[src/verilog/oct_pkg.sv]
package oct_pkg;

    // ************************************************************
    // Geometry
    // ************************************************************
    localparam int            CHANNELS        = 8;
    localparam int            WORD_W          = 10;
    localparam int            FRAME_W         = 12;
    localparam int            SEL_W           = 4;
    localparam int            DATA_LSB        = 1;
    localparam int            START_POS       = 0;
    localparam int            STOP_POS        = 11;
    localparam int            SERIAL_MBPS_MAX = 660;

    // ************************************************************
    // Framing and test codes
    // ************************************************************
    localparam logic              START_BIT   = 1'b1;
    localparam logic              STOP_BIT    = 1'b0;
    localparam logic [FRAME_W-1:0] LOCK_FRAME = 12'h03F;
    localparam logic [2:0]        LOCK_CYCLES = 3'h4;
    localparam logic [SEL_W-1:0]  SEL_ALL     = 4'h8;
    localparam logic [CHANNELS-1:0] MASK_NONE = 8'h00;
    localparam logic [CHANNELS-1:0] MASK_ALL  = 8'hFF;

    // ************************************************************
    // Pattern generator
    // ************************************************************
    localparam int              PRBS_W    = 15;
    localparam logic [PRBS_W-1:0] PRBS_TAPS = 15'h6000;
    localparam logic [PRBS_W-1:0] SEED_RST  = 15'h7FFF;

    // ************************************************************
    // Register map
    // ************************************************************
    localparam int          ADDR_W     = 12;
    localparam logic [11:0] OFF_SEED   = 12'h000;
    localparam logic [11:0] OFF_STATUS = 12'h004;
    localparam logic [11:0] OFF_FRAMES = 12'h008;

    function automatic logic [CHANNELS-1:0] test_mask(input logic act,
                                                      input logic [SEL_W-1:0] sel);
        logic [CHANNELS-1:0] m;
        m = MASK_NONE;
        if (act && sel < SEL_ALL) begin
            m[sel[2:0]] = 1'b1;
        end else if (act && sel == SEL_ALL) begin
            m = MASK_ALL;
        end
        return m;
    endfunction : test_mask

    function automatic logic [FRAME_W-1:0] frame_of(input logic [WORD_W-1:0] w);
        return {STOP_BIT, w, START_BIT};
    endfunction : frame_of

endpackage : oct_pkg

[src/verilog/oct_reg_if.sv]
`timescale 1ns/1ps
interface oct_reg_if;
    logic [oct_pkg::PRBS_W-1:0] seed;
    logic [31:0]                status;
    logic [31:0]                frames;
    modport regs (output seed, input status, input frames);
    modport core (input seed, output status, output frames);
endinterface : oct_reg_if

[src/verilog/oct_apb.sv]
`timescale 1ns/1ps
module oct_apb (
    input  wire logic                      pclk,
    input  wire logic                      presetn,
    input  wire logic                      psel,
    input  wire logic                      penable,
    input  wire logic                      pwrite,
    input  wire logic [oct_pkg::ADDR_W-1:0] paddr,
    input  wire logic [31:0]               pwdata,
    output logic      [31:0]               prdata,
    output logic                           pready,
    output logic                           pslverr,
    oct_reg_if.regs                        regs
);
    logic setup;
    logic hit;

    assign setup = psel && !penable;
    assign hit   = (paddr == oct_pkg::OFF_SEED) || (paddr == oct_pkg::OFF_STATUS)
                   || (paddr == oct_pkg::OFF_FRAMES);

    // One wait-free access phase: answer prepared during setup
    always_ff @(posedge pclk or negedge presetn) begin
        if (!presetn) begin
            pready  <= 1'b0;
            pslverr <= 1'b0;
            prdata  <= '0;
        end else begin
            pready  <= setup;
            pslverr <= setup && !hit;
            prdata  <= '0;
            if (setup && !pwrite) begin
                case (paddr)
                    oct_pkg::OFF_SEED:   prdata <= {{(32-oct_pkg::PRBS_W){1'b0}}, regs.seed};
                    oct_pkg::OFF_STATUS: prdata <= regs.status;
                    oct_pkg::OFF_FRAMES: prdata <= regs.frames;
                    default:             prdata <= '0;
                endcase
            end
        end
    end

    always_ff @(posedge pclk or negedge presetn) begin
        if (!presetn) begin
            regs.seed <= oct_pkg::SEED_RST;
        end else if (psel && penable && pready && pwrite && paddr == oct_pkg::OFF_SEED) begin
            regs.seed <= pwdata[oct_pkg::PRBS_W-1:0];
        end
    end
endmodule : oct_apb

[src/verilog/oct_prbs.sv]
`timescale 1ns/1ps
module oct_prbs #(
    parameter int                 W     = oct_pkg::PRBS_W,
    parameter logic [W-1:0]       TAPS  = oct_pkg::PRBS_TAPS,
    parameter int                 OUT_W = oct_pkg::WORD_W
) (
    input  wire logic             clk,
    input  wire logic             rst_n,
    input  wire logic             advance,
    input  wire logic             load,
    input  wire logic [W-1:0]     seed,
    output logic      [OUT_W-1:0] word
);
    logic [W-1:0] state;

    // An all-zero seed locks the register; software must avoid it
    function automatic logic [W+OUT_W-1:0] run(input logic [W-1:0] s);
        logic [W-1:0]     st;
        logic [OUT_W-1:0] w;
        logic             fb;
        st = s;
        w  = '0;
        fb = 1'b0;
        for (int i = 0; i < OUT_W; i++) begin
            fb   = ^(st & TAPS);
            st   = {st[W-2:0], fb};
            w[i] = fb;
        end
        return {st, w};
    endfunction : run

    always_ff @(posedge clk or negedge rst_n) begin
        if (!rst_n) begin
            state <= oct_pkg::SEED_RST;
            word  <= '0;
        end else if (load) begin
            // Primed with the first word, so a test opens on the sequence itself
            {state, word} <= run(seed);
        end else if (advance) begin
            {state, word} <= run(state);
        end
    end
endmodule : oct_prbs

[src/verilog/oct_top.sv]
// Register access over APB and the placing of the registers are this design's own decisions.
`timescale 1ns/1ps
module oct_top (
    input  wire logic                                        pclk,
    input  wire logic                                        presetn,
    input  wire logic                                        psel,
    input  wire logic                                        penable,
    input  wire logic                                        pwrite,
    input  wire logic [oct_pkg::ADDR_W-1:0]                  paddr,
    input  wire logic [31:0]                                 pwdata,
    output logic      [31:0]                                 prdata,
    output logic                                             pready,
    output logic                                             pslverr,
    input  wire logic                                        transmit_clock,
    input  wire logic                                        test_activate,
    input  wire logic [oct_pkg::SEL_W-1:0]                   test_channel_select,
    input  wire logic                                        driver_output_enable,
    input  wire logic                                        master_sleep_n,
    input  wire logic [oct_pkg::CHANNELS-1:0]                channel_sleep_n,
    input  wire logic [oct_pkg::CHANNELS-1:0]                lock_pattern_request,
    input  wire logic [oct_pkg::CHANNELS*oct_pkg::WORD_W-1:0] parallel_word_in,
    output logic      [oct_pkg::CHANNELS*oct_pkg::FRAME_W-1:0] serial_out_pair,
    output logic      [oct_pkg::CHANNELS-1:0]                serial_out_en,
    output logic                                             frame_strobe
);
    localparam int CH  = oct_pkg::CHANNELS;
    localparam int WW  = oct_pkg::WORD_W;
    localparam int FW  = oct_pkg::FRAME_W;
    localparam int SW  = oct_pkg::SEL_W;
    localparam int IN_W = 4 + SW + 2 * CH + CH * WW;

    // ************************************************************
    // Pin synchronisers
    // ************************************************************
    // Words ride the same two stages as the clock, so they stay aligned
    // with its edge; the source must hold them around that edge.
    logic [IN_W-1:0] sync_1;
    logic [IN_W-1:0] sync_2;
    logic            transmit_clock_d;
    logic            transmit_clock_s;
    logic            transmit_clock_rise;
    logic            act_s;
    logic [SW-1:0]   sel_s;
    logic            den_s;
    logic            ms_s;
    logic [CH-1:0]   chan_s;
    logic [CH-1:0]   req_s;
    logic [WW-1:0]   word_s [CH];

    always_ff @(posedge pclk or negedge presetn) begin
        if (!presetn) begin
            sync_1 <= '0;
            sync_2 <= '0;
        end else begin
            sync_1 <= {transmit_clock, test_activate, test_channel_select,
                       driver_output_enable, master_sleep_n, channel_sleep_n,
                       lock_pattern_request, parallel_word_in};
            sync_2 <= sync_1;
        end
    end

    assign {transmit_clock_s, act_s, sel_s, den_s, ms_s, chan_s, req_s} = sync_2[IN_W-1:CH*WW];

    genvar g;
    generate
        for (g = 0; g < CH; g++) begin : g_unpack
            assign word_s[g] = sync_2[g*WW +: WW];
        end
    endgenerate

    // ************************************************************
    // Shared transmit clock edge
    // ************************************************************
    always_ff @(posedge pclk or negedge presetn) begin
        if (!presetn) begin
            transmit_clock_d <= 1'b0;
        end else begin
            transmit_clock_d <= transmit_clock_s;
        end
    end

    assign transmit_clock_rise = transmit_clock_s && !transmit_clock_d;

    // ************************************************************
    // Test select decode
    // ************************************************************
    logic [CH-1:0] test_mask_q;

    always_ff @(posedge pclk or negedge presetn) begin
        if (!presetn) begin
            test_mask_q <= oct_pkg::MASK_NONE;
        end else begin
            test_mask_q <= oct_pkg::test_mask(act_s, sel_s);
        end
    end

    // ************************************************************
    // Pattern generator
    // ************************************************************
    oct_reg_if        regs ();
    logic [WW-1:0]    prbs_word;
    logic             any_test;

    assign any_test = |test_mask_q;

    oct_prbs #(
        .W     (oct_pkg::PRBS_W),
        .TAPS  (oct_pkg::PRBS_TAPS),
        .OUT_W (WW)
    ) u_prbs (
        .clk     (pclk),
        .rst_n   (presetn),
        .advance (transmit_clock_rise && any_test),
        .load    (!any_test),
        .seed    (regs.seed),
        .word    (prbs_word)
    );

    // ************************************************************
    // Lock request qualification
    // ************************************************************
    logic [2:0]    lock_cnt [CH];
    logic [CH-1:0] locking;

    always_ff @(posedge pclk or negedge presetn) begin
        if (!presetn) begin
            for (int c = 0; c < CH; c++) begin
                lock_cnt[c] <= 3'h0;
            end
        end else if (transmit_clock_rise) begin
            for (int c = 0; c < CH; c++) begin
                if (!req_s[c]) begin
                    lock_cnt[c] <= 3'h0;
                end else if (lock_cnt[c] != oct_pkg::LOCK_CYCLES) begin
                    lock_cnt[c] <= lock_cnt[c] + 3'h1;
                end
            end
        end
    end

    generate
        for (g = 0; g < CH; g++) begin : g_lock
            assign locking[g] = (lock_cnt[g] == oct_pkg::LOCK_CYCLES);
        end
    endgenerate

    // ************************************************************
    // Frame builder
    // ************************************************************
    // Frames leave as 12-bit words, start bit first, to the bit-rate
    // shifter; the system clock cannot reach 12 bits per transmit cycle.
    logic [31:0] frames;

    always_ff @(posedge pclk or negedge presetn) begin
        if (!presetn) begin
            serial_out_pair <= '0;
        end else if (transmit_clock_rise) begin
            for (int c = 0; c < CH; c++) begin
                if (test_mask_q[c]) begin
                    serial_out_pair[c*FW +: FW] <= oct_pkg::frame_of(prbs_word);
                end else if (locking[c]) begin
                    serial_out_pair[c*FW +: FW] <= oct_pkg::LOCK_FRAME;
                end else begin
                    serial_out_pair[c*FW +: FW] <= oct_pkg::frame_of(word_s[c]);
                end
            end
        end
    end

    always_ff @(posedge pclk or negedge presetn) begin
        if (!presetn) begin
            frame_strobe <= 1'b0;
        end else begin
            frame_strobe <= transmit_clock_rise;
        end
    end

    always_ff @(posedge pclk or negedge presetn) begin
        if (!presetn) begin
            frames <= '0;
        end else if (transmit_clock_rise) begin
            frames <= frames + 32'h1;
        end
    end

    // ************************************************************
    // Output enables
    // ************************************************************
    // Only the enable is gated; framing state runs on, so a re-enable
    // picks up where it left off.
    always_ff @(posedge pclk or negedge presetn) begin
        if (!presetn) begin
            serial_out_en <= '0;
        end else if (den_s && ms_s) begin
            serial_out_en <= chan_s;
        end else begin
            serial_out_en <= '0;
        end
    end

    // ************************************************************
    // Register slave
    // ************************************************************
    assign regs.status = {8'h00, serial_out_en, test_mask_q, locking};
    assign regs.frames = frames;

    oct_apb u_apb (
        .pclk    (pclk),
        .presetn (presetn),
        .psel    (psel),
        .penable (penable),
        .pwrite  (pwrite),
        .paddr   (paddr),
        .pwdata  (pwdata),
        .prdata  (prdata),
        .pready  (pready),
        .pslverr (pslverr),
        .regs    (regs)
    );

    generate
        for (g = 0; g < CH; g++) begin : g_chk

        end
    endgenerate
endmodule : oct_top
[config.mk]
export PLATFORM = sky130hd
export DESIGN_NAME = oct_top
export DESIGN_NICKNAME = d
export VERILOG_FILES = /design/src/verilog/oct_pkg.sv /design/src/verilog/oct_reg_if.sv /design/src/verilog/oct_apb.sv /design/src/verilog/oct_prbs.sv /design/src/verilog/oct_top.sv
export SDC_FILE = /design/constraint.sdc
export NUM_CORES = 1
export LEC_CHECK = 0
export BUFFER_PORTS_ARGS = -buffer_cell sky130_fd_sc_hd__buf_2
export CAP_MARGIN = 20
export CORE_MARGIN = 2
export CORE_UTILIZATION = 50
export DETAILED_ROUTE_END_ITERATION = 10
export PLACE_DENSITY = 0.76
export SETUP_SLACK_MARGIN = 0.2
export SLEW_MARGIN = 20
export SYNTH_ARGS = -nofsm -noshare
export SYNTH_HDL_FRONTEND = slang
export SYNTH_SLANG_ARGS = --single-unit
[constraint.sdc]
create_clock -name pclk -period 1.8 [get_ports pclk]
set_clock_uncertainty 0.2 [all_clocks]
set_input_delay 0.27 -clock pclk [delete_from_list [all_inputs] [get_ports pclk]]
set_output_delay 0.27 -clock pclk [all_outputs]
set_load 0.01 [all_outputs]
# Yosys cells after proc, flatten, opt, wreduce, memory -nomap -nowiden
# Index checks and enable logic that the tools add are counted.
[totals]
out_inout_bits = 139
reg_bits = 452
input_bits = 153
[classes]
muxes = 43
n_reduce_logical = 49
add_sub_neg = 9
magnitude_cmp = 3
eq_ne = 28
[ops]
columns = ["cell", "n"]
rows = [
  ["parity 15 bit", 20],
  ["two-way mux 11 bit", 16],
  ["case mux 32 bit (3 select lines)", 1],
  ["two-way mux 3 bit", 16],
  ["adder 32 x 1 -> 32 bit (second input constant)", 1],
  ["two-way mux 32 bit", 1],
  ["two-way mux 15 bit", 2],
  ["adder 3 x 1 -> 3 bit (second input constant)", 8],
  ["equality test 3 bit (second input constant)", 8],
  ["two-way mux 8 bit", 3],
  ["inequality test 3 bit (second input constant)", 8],
  ["two-way mux 10 bit", 2],
  ["inequality test 2 x 1 -> 1 bit (second input constant)", 9],
  ["AND reduction 2 bit", 8],
  ["logical AND 1 bit", 13],
  ["equality test 12 x 3 -> 1 bit (second input constant)", 1],
  ["equality test 12 x 4 -> 1 bit (second input constant)", 1],
  ["zero test 12 bit", 1],
  ["OR reduction 8 bit", 1],
  ["equality test 4 bit (second input constant)", 1],
  ["zero test 1 bit", 4],
  ["< comparator 3 x 4 -> 1 bit (second input constant)", 1],
  ["< comparator 4 bit (second input constant)", 1],
  ["demux 1 bit (select 3 bit)", 1],
  ["3 further kinds", 4],
]

# Longest topological paths before layout
[depth]
word_depth = 5
ltp_mapped = 7
ltp_nobuf = 6

# Hierarchy
# A second synthesis with hierarchy kept.
[hier_totals]
hier_cells = 1351
hier_area_um2 = 16458.3
[modules_own_cells]
columns = ["module", "area_each_um2", "cells_per_inst", "seq_area_each_um2", "n_inst"]
rows = [
  ["oct_top", 12892.4, 1067, 9083.7, 1],
  ["oct_apb", 2223.4, 173, 1244.9, 1],
  ["oct_prbs", 1342.5, 111, 644.4, 1],
]

# Least setup slack after synthesis
# Ideal clock, no wire load.
[synth_timing]
path_kind = "input to register"
from = "in paddr[7] in the netlist's numbering"
to = "reg u_apb.regs.seed[10]"
required_ns = 1.518
setup_ns = 0.082
slack_ns = -0.211
n_path_buf = 2
stages = 6
arrival_ns = 1.729
path_cell_list = "nor4_1 nand3_1 or4_1 buf_6 buf_12 mux2_4"
[synth_between]
elab_chain_len = 2
[synth_rtl]
columns = ["item", "line", "rtl"]
rows = [
  ["start, declared", "oct_top.sv:9", "input wire logic [oct_pkg::ADDR_W-1:0] paddr,"],
  ["zero test 12 bit", "oct_apb.sv:46", "end else if (psel && penable && pready && pwrite && paddr == oct_pkg::OFF_SEED) begin"],
  ["logical AND 1 bit", "oct_apb.sv:46", ""],
  ["end signal, assigned", "oct_apb.sv:45", "regs.seed <= oct_pkg::SEED_RST;"],
  ["end signal, assigned", "oct_apb.sv:47", "regs.seed <= pwdata[oct_pkg::PRBS_W-1:0];"],
  ["end, declared", "oct_reg_if.sv:6", "modport regs (output seed, input status, input frames);"],
]
# Every way passes these cells.
# A chain may end at the register's enable or synchronous reset.

# Worst setup path in the final report
[layout_timing]
from = "reg frames[1]"
to = "reg frames[17]"
[layout_between]
elab_chain_len = 1
[layout_rtl]
columns = ["item", "line", "rtl"]
rows = [
  ["start, declared", "oct_top.sv:152", "logic [31:0] frames;"],
  ["start signal, assigned", "oct_top.sv:182", "frames <= frames + 32'h1;"],
  ["adder 32 x 1 -> 32 bit", "oct_top.sv:182", ""],
]
# Every way passes these cells.

==> metrics.cfg <==
[clock_network]
clkSlewWorstSetupHoldPaths_ns=0.07
cts_tree=yes
cts_max_path_buffers=3
clock-sinks=437
cts-root-buf=clkbuf_16
insertion_delay_ns=0.56
cts_buffers=45
h-tree-depth=2

[synth]
synth_cell_types=42
ys.flop_type=dfrtp_1
async_flop_share=1.00
ys_seq_area_frac=0.684
yosys_register_bits=437
synth_common_cells=dfrtp_1 (407), nor2_1 (149), nand2_1 (117)
ys_warn_count=0
synth_edf_count=0
synth_top_cell_by_area=dfrtp_1
post-synth-top-count-cell=dfrtp_1
synth_area_leaders=dfrtp_1 (63%), dfstp_2 (4.9%), nor2_1 (3.5%), a21oi_1 (3.3%), nand2_1 (2.7%)
syn_area_per_cell_um2=11.9
yosysTopAreaCellShare=0.634
synth_cells=1348
syn_area_um2=16100

[timing]
report.final.slew_viol_count=0
worst_pin_slew_ns=0.784
period_minus_slack_ns=1.82
finalWorstSetupSlack_ns=-0.0186
final-hold-violation-count=0
min_period_over_period=1.01
rsz0062_at_grt=true
tns_ns=-0.0186
fmax_ghz=0.550
relSlewSlack=0.478
setup_viol=1

[pwr]
leakage_nw=10.7
peakVddDrop_v=0.000903
switching_power_w=0.00694
clkPwrFrac=0.383
p_seq_frac=0.450
p_comb_frac=0.167
sw_frac_of_total=0.275
power.density_nw_per_um2=1080
intPower_w=0.0183
power_w=0.0253

[critical_path]
startpoint_type=register
cp.buffers_inverters=2
crit_path_cell_trace=buf_4 > nand4b_1 > nor4_2 > buf_4 > nand4_1 > xnor2_1
crit_slowest_cell=dfrtp_1
critPathMaxFanout=11
rr_worst_depth=6
required_ns=2.05
endpoint_kind=register
crit_family=simple AND/OR/NAND/NOR gates
reg2reg_setup_slack_ns=-0.02
arrival_ns=2.07
slowest_delay_ns=0.37
reg2reg_to=frames[17]
crit_top_cell=buf_4
path_class=register to register
regToRegStartpoint=frames[1]

[layout]
fin_cells=2266
drive_gt1_frac=0.385
area_growth_pct=45.3
fin_nets=1997
fin_util=0.739

[routing]
vias=12700
drc=0
first_iter_violations=1206
wirelength_um=50300
firstDrtPassIters=5
drtAntennaViolNets=0
vias_per_cell=5.60
wl_per_cell_um=22.2

[die]
die_area_um2=33600
initial_core_util=0.509
dieWidth_um=183
num_rows=65
ios=292
die_h_um=183
core_um2=31600

[global_route]
track_usage=0.251
grt_overflow=0
grt_max_degree=74
grt_pass1_wl_um=65100
grt_pass1_vias=12100
grt_antenna_before_repair=0

[place]
place_ws_ns=-0.272
dp_hpwl_um=26100
io_buffers=266
placedCellCount=1982
gp_congestion=0.830

[worst_hold_path]
min_path_type=input port to asynchronous set/reset pin

[outcome]
violations=setup timing
status=complete, but fails checks

[job]
maxCapViolCount=0

[cell type report]
| class | count | area [µm²] |
|---|---|---|
| sequential | 437 | 11000 |
| fill | 1890 | 8230 |
| multi-input combinational | 789 | 5700 |
| timing repair buffer | 530 | 4430 |
| clock buffer | 66 | 1340 |
| tap | 402 | 503 |
| clock inverter | 17 | 219 |
| inverter | 21 | 105 |
| timing repair inverter | 3 | 55.1 |
| antenna | 1 | 2.50 |
[sequential cells by signal (all words and copies together), names as in the netlist, 8 cells and up]
signal / count
sync_2: 104
test_mask_q: 8
u_apb.regs.seed: 15
u_apb.prdata: 32
serial_out_en: 8
lock_cnt: 24
u_prbs.word: 10
serial_out_pair: 81
sync_1: 104
frames: 32
u_prbs.state: 15
[repair_timing]
action / CTS / global route
pin swaps: 0 / 105
setup endpoints to repair: 99 / 156
cloned: 1 / 29
buffers inserted: 11 / 35
hold endpoints to repair: 562 / 0
hold buffers: 124 / 0
resized for setup: 31 / 366
[worst max-delay path by stage]
stage / start / endpoint / slack, ns / cells past startpoint
after floorplan: paddr[1] / u_apb.regs.seed[10] / -0.19 / 6
after global placement: paddr[1] / u_apb.regs.seed[4] / -0.25 / 6
after detailed placement: paddr[1] / u_apb.regs.seed[6] / -0.27 / 6
after CTS: transmit_clock_d / frames[27] / 0.08 / 5
after global routing: frames[1] / frames[17] / -0.12 / 6
final: frames[1] / frames[17] / -0.02 / 6
[kinds of logic (layout without fill, tap and decap cells)]
group           Yosys count  in the layout  synth area share
compound gates          270            270            0.0942
fa+ha+maj                17             17            0.0133
xor+xnor                 54             54            0.0295
other cells               1              9          0.000234
simple gates            410            410             0.122
buf+inv                 129            637            0.0354
flops                   437            437             0.684
mux                      30             30            0.0222
[worst register-to-register path, stage by stage, from the launching register on]
cell and delay (ns):
dfrtp_1 0.37, buf_4 0.13, nand4b_1 0.16, nor4_2 0.27, buf_4 0.22, nand4_1 0.15
xnor2_1 0.22
[power by group through the flow]
stage | Clock (W) | Sequential [W] | Combinational, W
after detailed placement | 0 | 0.0114 | 0.00267
after global routing | 0.0102 | 0.0114 | 0.00452
final | 0.00967 | 0.0114 | 0.00422
after CTS | 0.00968 | 0.0112 | 0.00303
after floorplan | 0 | 0.0113 | 0.00140
after global placement | 0 | 0.0113 | 0.00257
[per-layer routing]
metal,vias up,GRT usage,routed length (µm)
met3,147,0.0397,3400
li1,5531,-,-
met2,598,0.418,25300
met4,0,0.0915,2070
met1,6403,0.337,19500
met5,-,0,0
[stage by stage]
stage	hold slack (ns)	area (µm²)
global placement	-0.0164	18100
floorplan	-0.226	16100
global route	0.0418	23300
CTS	0.0253	21100
finish	0.0155	23300
detailed placement	-0.0133	18100
[cell usage in the layout, fill, tap and decap left out, drive strengths merged, types with 2 or more instances in the layout]
cell type / instances
dfrtp: 407
buf: 389
nor2: 149
dlygate4sd3: 124
nand2: 117
a21oi: 106
clkbuf: 83
o21ai: 70
a31oi: 53
nand3b: 45
xnor2: 40
dfstp: 30
nand4: 28
inv: 22
o22ai: 20
ha: 17
mux2i: 15
mux2: 15
xor2: 14
and3: 13
nand3: 13
clkinv: 13
and2: 10
a22oi: 10
o22a: 8
conb: 8
nor4: 7
nor3: 6
nor2b: 5
nand2b: 5
nor3b: 4
bufinv: 4
nor4b: 2
a22o: 2
and4: 2
nand4b: 2
clkinvlp: 2
Power figures use the tool's default switching activity.
